`src/inc/rss_pkg.sv`:
```
package rss_pkg;

    localparam int FRAME_BITS = 16;
    localparam int PAR_BIT = 15;
    localparam int DIR_BIT = 14;
    localparam int ADDR_W = 14;
    localparam int CNT_W = 5;

    localparam logic [13:0] ADDR_NOP = 14'h0000;
    localparam logic [13:0] ADDR_ERRFLAGS = 14'h0001;
    localparam logic [13:0] ADDR_PROG = 14'h0003;
    localparam logic [13:0] ADDR_ZPOS_HI = 14'h0016;
    localparam logic [13:0] ADDR_ZPOS_LO = 14'h0017;
    localparam logic [13:0] ADDR_SET1 = 14'h0018;
    localparam logic [13:0] ADDR_SET2 = 14'h0019;
    localparam logic [13:0] ADDR_REDUND = 14'h001A;
    localparam logic [13:0] ADDR_DIAG = 14'h3FFC;
    localparam logic [13:0] ADDR_MAGN = 14'h3FFD;
    localparam logic [13:0] ADDR_ANG_RAW = 14'h3FFE;
    localparam logic [13:0] ADDR_ANG_COMP = 14'h3FFF;

    localparam logic [13:0] RST_SET1 = 14'h0001;
    localparam logic [13:0] RST_ZERO = 14'h0000;

    localparam int ERR_PARITY = 2;
    localparam int ERR_INVALID = 1;
    localparam int ERR_FRAMING = 0;

    // Power-on valid time and its cycle count at the 40 MHz reference clock.
    localparam longint CLK_HZ = 40000000;
    localparam longint PON_MS = 10;
    localparam longint PON_CYCLES = (PON_MS * CLK_HZ) / 1000;

    typedef struct packed {
        logic parity;
        logic isRead;
        logic [13:0] addr;
    } rss_cmd_s;

    typedef struct packed {
        logic [13:0] angleComp;
        logic [13:0] angleRaw;
        logic [13:0] magnitude;
        logic [13:0] diag;
    } rss_sense_s;

    typedef enum logic [0:0] {
        RSS_EXP_CMD = 1'b0,
        RSS_EXP_WDATA = 1'b1
    } rss_phase_e;

endpackage

```
`src/rss_spi_slave.sv`:
```
// What this block does
// Device is SPI slave only; host clock at most 10 MHz. MISO lags a rising edge by four 40 MHz clocks, too slow for 10 MHz.
// Mode 1: clock idles low, data captured on trailing edge.
// Host lowers chip select while serial clock is low.
// Each MOSI bit is captured on serial clock falling edge.
// Commands execute only at chip select rising edge, never mid-frame.
// All frames shift most significant bit first on both lines.
// Transaction is sixteen-bit command frame then sixteen-bit data frame.
// Command: bit15 even parity, bit14 read flag, bits 13..0 address.
// Bad command parity sets the parity-error flag.
// Read frame: bit15 even parity, bit14 previous error, 13..0 data.
// Read data latched at chip select rise, shifted out next frame.
// Write data frame: bit15 parity, bit14 zero, 13..0 value.
// Write: command frame then data frame with new contents.
// During write data frame return old value, then updated value.
// MISO is released after chip select rises until next select.
// Output data is marked invalid until 10 ms after power up.
// Error register: parity bit2, invalid bit1, framing bit0; read clears.
// Reading address zero has no side effect.
// Invalid register address sets the invalid-command flag.
// Non-compliant frames set the framing-error flag.
// MISO changes on rising serial clock edge.
// Bad parity or wrong-length frames leave registers unchanged.
module rss_spi_slave
    import rss_pkg::*;
#(
    parameter longint PonCycles = PON_CYCLES
)
(
    input wire logic ref_clk, // 40 MHz system clock
    input wire logic rst, // Asynchronous reset, active high
    input wire logic serialClk, // Host serial clock pin
    input wire logic chipSelectLow, // Active-low frame select pin
    input wire logic mosi, // Host data in
    output logic misoOut, // Data out value
    output logic misoOeLow, // Low while driving MISO
    input wire rss_sense_s sense, // Live sensor values
    output logic [13:0] zeroPosHi, // Soft-written zero position high
    output logic [13:0] zeroPosLo, // Soft-written zero position low
    output logic [13:0] settings1, // Custom settings 1
    output logic [13:0] settings2, // Custom settings 2
    output logic [13:0] redundancy, // Redundancy register
    output logic [13:0] progCtrl, // Programming register
    output logic [2:0] errorFlags, // Live error register
    output logic dataValid // High once power-on time elapsed
);

    logic [2:0] sckSync, csSync, mosiSync;
    logic [2:0] next_sckSync, next_csSync, next_mosiSync;
    logic sckRise, sckFall, csFall, csRise, selected;

    logic [15:0] rxShift, next_rxShift;
    logic [15:0] txShift, next_txShift;
    logic [CNT_W-1:0] bitCnt, next_bitCnt;
    logic [15:0] txWord, next_txWord;
    logic misoBit, next_misoBit;
    logic oeLow, next_oeLow;
    rss_phase_e phase, next_phase;
    logic [13:0] wrAddr, next_wrAddr;
    logic prevErr, next_prevErr;
    logic [2:0] errReg, next_errReg;
    logic [13:0] zHi, zLo, s1, s2, red, prg;
    logic [13:0] next_zHi, next_zLo, next_s1, next_s2, next_red, next_prg;
    logic [31:0] ponCnt, next_ponCnt;
    logic ponDone, next_ponDone;

    rss_cmd_s cmd;
    logic frameOk, cmdParOk;
    logic [13:0] rdVal;
    logic addrValid;
    logic sckCommit, csCommit, next_sckCommit, next_csCommit;

    assign sckRise = sckSync[1] & sckSync[2] & ~sckCommit;
    assign sckFall = ~sckSync[1] & ~sckSync[2] & sckCommit;
    assign csFall = ~csSync[1] & ~csSync[2] & csCommit;
    assign csRise = csSync[1] & csSync[2] & ~csCommit;
    assign selected = ~csCommit;

    // Edges count once the second and third stages agree, so a glitch never clocks a bit.
    always_comb
    begin
        next_sckSync = {sckSync[1:0], serialClk};
        next_csSync = {csSync[1:0], chipSelectLow};
        next_mosiSync = {mosiSync[1:0], mosi};
        next_sckCommit = sckCommit;
        next_csCommit = csCommit;
        if (sckSync[1] == sckSync[2])
        begin
            next_sckCommit = sckSync[2];
        end
        if (csSync[1] == csSync[2])
        begin
            next_csCommit = csSync[2];
        end
    end

    always_ff @(posedge ref_clk or posedge rst)
    begin
        if (rst)
        begin
            sckSync <= 3'h0;
            csSync <= 3'h7;
            mosiSync <= 3'h0;
            sckCommit <= 1'b0;
            csCommit <= 1'b1;
        end
        else
        begin
            sckSync <= next_sckSync;
            csSync <= next_csSync;
            mosiSync <= next_mosiSync;
            sckCommit <= next_sckCommit;
            csCommit <= next_csCommit;
        end
    end

    assign cmd = rss_cmd_s'(rxShift);
    assign cmdParOk = ~^rxShift;
    assign frameOk = (bitCnt == CNT_W'(FRAME_BITS));

    always_comb
    begin
        addrValid = 1'b1;
        rdVal = RST_ZERO;
        unique case (cmd.addr)
            ADDR_NOP: rdVal = RST_ZERO;
            ADDR_ERRFLAGS: rdVal = {11'h000, errReg};
            ADDR_PROG: rdVal = prg;
            ADDR_ZPOS_HI: rdVal = zHi;
            ADDR_ZPOS_LO: rdVal = zLo;
            ADDR_SET1: rdVal = s1;
            ADDR_SET2: rdVal = s2;
            ADDR_REDUND: rdVal = red;
            ADDR_DIAG: rdVal = sense.diag;
            ADDR_MAGN: rdVal = sense.magnitude;
            ADDR_ANG_RAW: rdVal = sense.angleRaw;
            ADDR_ANG_COMP: rdVal = sense.angleComp;
            default: addrValid = 1'b0;
        endcase
    end

    // Value of the write target, reused to echo the old contents during the data frame.
    function automatic logic [13:0] regOf(input logic [13:0] a, input logic [13:0] h,
        input logic [13:0] l, input logic [13:0] x1, input logic [13:0] x2,
        input logic [13:0] r, input logic [13:0] p);
        regOf = RST_ZERO;
        if (a == ADDR_ZPOS_HI) regOf = h;
        if (a == ADDR_ZPOS_LO) regOf = l;
        if (a == ADDR_SET1) regOf = x1;
        if (a == ADDR_SET2) regOf = x2;
        if (a == ADDR_REDUND) regOf = r;
        if (a == ADDR_PROG) regOf = p;
    endfunction

    function automatic logic [15:0] mkFrame(input logic ef, input logic [13:0] d);
        mkFrame = {^{ef, d}, ef, d};
    endfunction

    always_comb
    begin
        next_rxShift = rxShift;
        next_txShift = txShift;
        next_bitCnt = bitCnt;
        next_txWord = txWord;
        next_misoBit = misoBit;
        next_oeLow = oeLow;
        next_phase = phase;
        next_wrAddr = wrAddr;
        next_prevErr = prevErr;
        next_errReg = errReg;
        next_zHi = zHi;
        next_zLo = zLo;
        next_s1 = s1;
        next_s2 = s2;
        next_red = red;
        next_prg = prg;
        if (csFall)
        begin
            next_bitCnt = '0;
            next_txShift = txWord;
            next_misoBit = txWord[PAR_BIT];
            next_oeLow = 1'b0;
        end
        else if (selected && sckRise)
        begin
            next_misoBit = txShift[PAR_BIT];
        end
        else if (selected && sckFall)
        begin
            next_rxShift = {rxShift[14:0], mosiSync[2]};
            next_txShift = {txShift[14:0], 1'b0};
            if (bitCnt != CNT_W'(FRAME_BITS + 1))
            begin
                next_bitCnt = bitCnt + CNT_W'(1);
            end
        end
        if (csRise)
        begin
            next_oeLow = 1'b1;
            if (!frameOk)
            begin
                next_errReg[ERR_FRAMING] = 1'b1;
                next_prevErr = 1'b1;
                next_phase = RSS_EXP_CMD;
            end
            else if (phase == RSS_EXP_WDATA)
            begin
                next_phase = RSS_EXP_CMD;
                if (cmdParOk && !rxShift[DIR_BIT])
                begin
                    if (wrAddr == ADDR_ZPOS_HI) next_zHi = rxShift[13:0];
                    if (wrAddr == ADDR_ZPOS_LO) next_zLo = rxShift[13:0];
                    if (wrAddr == ADDR_SET1) next_s1 = rxShift[13:0];
                    if (wrAddr == ADDR_SET2) next_s2 = rxShift[13:0];
                    if (wrAddr == ADDR_REDUND) next_red = rxShift[13:0];
                    if (wrAddr == ADDR_PROG) next_prg = rxShift[13:0];
                    next_txWord = mkFrame(1'b0, rxShift[13:0]);
                end
                else
                begin
                    next_errReg[ERR_FRAMING] = 1'b1;
                    next_prevErr = 1'b1;
                end
            end
            else if (!cmdParOk)
            begin
                next_errReg[ERR_PARITY] = 1'b1;
                next_prevErr = 1'b1;
            end
            else if (!addrValid)
            begin
                next_errReg[ERR_INVALID] = 1'b1;
                next_prevErr = 1'b1;
            end
            else if (cmd.isRead)
            begin
                next_txWord = mkFrame(prevErr, rdVal);
                next_prevErr = 1'b0;
                if (cmd.addr == ADDR_ERRFLAGS)
                begin
                    next_errReg = 3'h0;
                end
            end
            else
            begin
                next_wrAddr = cmd.addr;
                next_phase = RSS_EXP_WDATA;
                next_txWord = mkFrame(prevErr,
                    regOf(cmd.addr, zHi, zLo, s1, s2, red, prg));
                next_prevErr = 1'b0;
            end
            if (next_prevErr) next_txWord = mkFrame(1'b1, next_txWord[13:0]);
        end
    end

    always_ff @(posedge ref_clk or posedge rst)
    begin
        if (rst)
        begin
            rxShift <= 16'h0000;
            txShift <= 16'h0000;
            bitCnt <= '0;
            txWord <= 16'h0000;
            misoBit <= 1'b0;
            oeLow <= 1'b1;
            phase <= RSS_EXP_CMD;
            wrAddr <= RST_ZERO;
            prevErr <= 1'b0;
            errReg <= 3'h0;
            zHi <= RST_ZERO;
            zLo <= RST_ZERO;
            s1 <= RST_SET1;
            s2 <= RST_ZERO;
            red <= RST_ZERO;
            prg <= RST_ZERO;
        end
        else
        begin
            rxShift <= next_rxShift;
            txShift <= next_txShift;
            bitCnt <= next_bitCnt;
            txWord <= next_txWord;
            misoBit <= next_misoBit;
            oeLow <= next_oeLow;
            phase <= next_phase;
            wrAddr <= next_wrAddr;
            prevErr <= next_prevErr;
            errReg <= next_errReg;
            zHi <= next_zHi;
            zLo <= next_zLo;
            s1 <= next_s1;
            s2 <= next_s2;
            red <= next_red;
            prg <= next_prg;
        end
    end

    // Power-on qualifier; the count is a parameter so a bench can shorten it.
    always_comb
    begin
        next_ponCnt = ponCnt;
        next_ponDone = ponDone;
        if (!ponDone)
        begin
            next_ponCnt = ponCnt + 32'h1;
            if (64'(ponCnt) + 64'h1 >= 64'(PonCycles))
            begin
                next_ponDone = 1'b1;
            end
        end
    end

    always_ff @(posedge ref_clk or posedge rst)
    begin
        if (rst)
        begin
            ponCnt <= 32'h0;
            ponDone <= 1'b0;
        end
        else
        begin
            ponCnt <= next_ponCnt;
            ponDone <= next_ponDone;
        end
    end

    assign misoOut = misoBit;
    assign misoOeLow = oeLow;
    assign zeroPosHi = zHi;
    assign zeroPosLo = zLo;
    assign settings1 = s1;
    assign settings2 = s2;
    assign redundancy = red;
    assign progCtrl = prg;
    assign errorFlags = errReg;
    assign dataValid = ponDone;

endmodule // rss_spi_slave
```
`config.mk`:
```
export PLATFORM = sky130hd
export DESIGN_NAME = rss_spi_slave
export DESIGN_NICKNAME = d
export VERILOG_FILES = /design/src/inc/rss_pkg.sv /design/src/rss_spi_slave.sv
export SDC_FILE = /design/constraint.sdc
export NUM_CORES = 1
export LEC_CHECK = 0
export BUFFER_PORTS_ARGS = -buffer_cell sky130_fd_sc_hd__buf_2
export CAP_MARGIN = 25
export CORE_ASPECT_RATIO = 0.9
export CORE_UTILIZATION = 60
export CTS_BUF_LIST = sky130_fd_sc_hd__clkbuf_4
export DETAILED_ROUTE_END_ITERATION = 10
export GPL_TIMING_DRIVEN = 0
export PLACE_DENSITY = 0.82
export SKIP_CTS_REPAIR_TIMING = 1
export SYNTH_ARGS = -nofsm -noshare
export SYNTH_HDL_FRONTEND = slang
export SYNTH_SLANG_ARGS = --single-unit
```
`constraint.sdc`:
```
create_clock -name ref_clk -period 7.5 [get_ports ref_clk]
set_input_delay 1.5 -clock ref_clk [delete_from_list [all_inputs] [get_ports ref_clk]]
set_output_delay 1.5 -clock ref_clk [all_outputs]
set_load 0.01 [all_outputs]
```
==> results_dict.tcl <==
set metrics [dict create \
    synth_edf_count 0 \
    grt_pass1_vias 10618 \
    die_width_um 148 \
    synth_top_area_cell "dfrtp_1" \
    min_period_over_period 0.661 \
    multi_input_area_um2 5970 \
    grt_pass1_wl_um 62300 \
    placement_rows 47 \
    finalClockSkew_ns 0.0881 \
    syn_avg_cell_area_um2 9.22 \
    ys_seq_area_frac 0.440 \
    period_needed_ns 4.95 \
    powerDensity_nw_per_um2 246 \
    die_area_um2 19700 \
    vias 11329 \
    antenna_found_initial 2 \
    finalSetupViolCount 0 \
    die_y_um 133 \
    critPathArrivalTime_ns 5.53 \
    cts_root_buf "clkbuf_4" \
    critPathKind "register to register" \
    cts_made_buffers 52 \
    place_ws_ns 2.58 \
    maxCapViolCount 0 \
    drive_gt1_frac 0.215 \
    setup_slack_ns 2.55 \
    n_fill_cell 1473 \
    fmax_ghz 0.202 \
    hold_violations 0 \
    routedWlPerCell_um 23.9 \
    critPathMaxFanout 10 \
    status "completed" \
    clock_path_buffers 3 \
    grt_max_degree 106 \
    numPortBuffers 150 \
    tightest_slew_ns 0.885 \
    grt_usage 0.425 \
    core_um2 18600 \
    io-pin-count 151 \
    hold_path.class "register to register" \
    vias_per_cell 6.53 \
    initial_core_util 0.619 \
    clk_pin_slew_ns 0.06 \
    peakVddDrop_v 0.000207 \
    area_delta_synth_final_pct 15.2 \
    slew_violations 0 \
    clk_latency_ns 0.74 \
    synth-async-reset-ratio 1.00 \
    synthDistinctLibCells 76 \
    grt.overflow.total 0 \
    synth-warning-count 0 \
    worstSetupEndpointType "register" \
    synth_seq_cells 202 \
    drt-total-wl_um 41400 \
    final_cell_area_um2 13300 \
    clock_sinks 202 \
    synth.net_count 1338 \
    synth_top_cell_area_share 0.426 \
    postPlaceCellArea_um2 12600 \
    crit_path_start_kind "register" \
    layout.nets 1546 \
    drtIter0Drc 1477 \
    dr.pass1.iters 8 \
    drc 0 \
    synth_flop_cell "dfrtp_1" \
    ant_nets 0 \
    synthesis.area_um2 11500 \
    ys_top_cells_by_area "dfrtp_1 43%, nand2_1 6.4%, o21ai_0 5.2%" \
    htree_num_levels 2 \
    rsz0062_at_grt "false" \
    syn_inst 1249 \
    seq_area_um2 5060 \
    power.leakage_nw 6.16 \
    cts_tree "built" \
    gp_congestion 1.06 \
    detailed_place_hpwl_um 30600 \
    slew_headroom 0.395 \
    cp.required_ns 8.07 \
]
-- power breakdown --
part,switching (mW),internal (mW)
clock,0.461,0.476
sequential,0.110,1.18
combinational,0.642,0.393
total,1.21,2.05
-- per-layer routing --
metal | routed length [um] | part of all wire | vias up | global-route usage
met1 | 16800 | 0.41 | 5549 | 0.604
met3 | 5680 | 0.14 | 135 | 0.144
met4 | 1510 | 0.036 | 2 | 0.172
li1 | - | - | 4909 | -
met2 | 17400 | 0.42 | 734 | 0.596
met5 | 10 | 0.00024 | - | 0
-- state kept, by name (all words and copies together) (netlist names), 5 cells and up --
signal / count
bitCnt: 5
cmd: 16
ponCnt: 32
progCtrl: 14
redundancy: 14
settings1: 14
settings2: 14
txShift: 16
txWord: 16
wrAddr: 14
zeroPosHi: 14
zeroPosLo: 14
-- placed cells by master, fill, tap and decap left out, types with 27 or more instances in the layout --
cell type,netlist,final
xnor2_1,50,50
dfrtp_1,196,196
nor2_1,83,83
o21ai_0,119,119
clkbuf_1,51,51
inv_1,41,40
nand3_1,27,27
a21oi_1,35,35
clkbuf_4,0,80
a22oi_1,46,46
mux2_2,41,41
buf_2,13,164
ha_1,28,28
nand2_1,197,197
nor3_1,29,29
-- stage by stage --
stage | TNS (ns) | utilization | hold slack [ns] | power, mW | instances
final | 0 | 0.713 | 0.347 | 3.26 | 1734
after global routing | 0 | 0.713 | 0.354 | 3.39 | 1734
after detailed placement | 0 | 0.679 | 0.335 | 2.29 | 1647
after floorplan | 0 | - | 0.331 | 1.98 | 1249
after CTS | 0 | 0.713 | 0.348 | 3.22 | 1732
after global placement | -285.84 | 0.676 | 0.332 | 2.27 | 1644
-- cell families (layout without fill, tap and decap cells) --
group                      after synthesis  after routing  share of synthesized area
AOI/OAI and AO/OA                      333            333                      0.192
xor gates and xnor gates                80             80                     0.0724
adders and majority gates               28             28                     0.0304
buffers and inverters                  119            358                     0.0416
DFF                                    202            202                      0.440
muxes                                   50             50                     0.0483
other                                    0              1                          0
and+or+nand+nor                        437            437                      0.175
-- worst paths after layout --
path | start | endpoint | slack [ns] | depth (start not counted)
hold reg to reg | mosiSync[1] | mosiSync[2] | 0.35 | 0
max in group asynchronous | rst | settings1[2] | 5.65 | 3
hold / removal | mosiSync[1] | mosiSync[2] | 0.35 | 0
setup / recovery | cmd[1] | txWord[15] | 2.55 | 15
setup reg to reg | cmd[1] | txWord[15] | 2.55 | 15
min in group asynchronous | rst | errorFlags[2] | 0.88 | 2
-- Yosys cell counts, drive strengths merged, types with 16 or more instances --
| library cell | count |
|---|---|
| inv | 41 |
| nor2 | 84 |
| clkbuf | 52 |
| xor2 | 20 |
| a22oi | 47 |
| xnor2 | 51 |
| nand4 | 17 |
| ha | 28 |
| a21oi | 35 |
| nand3 | 27 |
| a211oi | 16 |
| nand2 | 197 |
| buf | 26 |
| dfrtp | 196 |
| mux2 | 41 |
| a31oi | 21 |
| nor3 | 29 |
| o21ai | 120 |
-- critical path, stage by stage (launching register included) --
cell and delay, ns:
dfrtp_1 0.76, inv_1 0.39, ha_1 0.29, buf_2 0.19, buf_2 0.22, buf_1 0.32, a22oi_1 0.25, a21oi_1 0.15
a2111oi_0 0.75, nand2_1 0.12, o21a_1 0.14, o21ai_0 0.33, xor2_1 0.22, xnor2_1 0.14, xnor3_1 0.42, a22oi_2 0.15
-- area by class of cell --
type,count,share of cell area
Clock buffer,79,0.0447
Buffer,78,0.0245
Tap cell,245,0.0231
Clock inverter,6,0.00293
Timing Repair Buffer,154,0.0602
Inverter,41,0.0122
Multi-Input combinational cell,928,0.450
Antenna cell,1,0.000189
Sequential cell,202,0.382
Note: power is estimated with default switching activity, not from simulation.
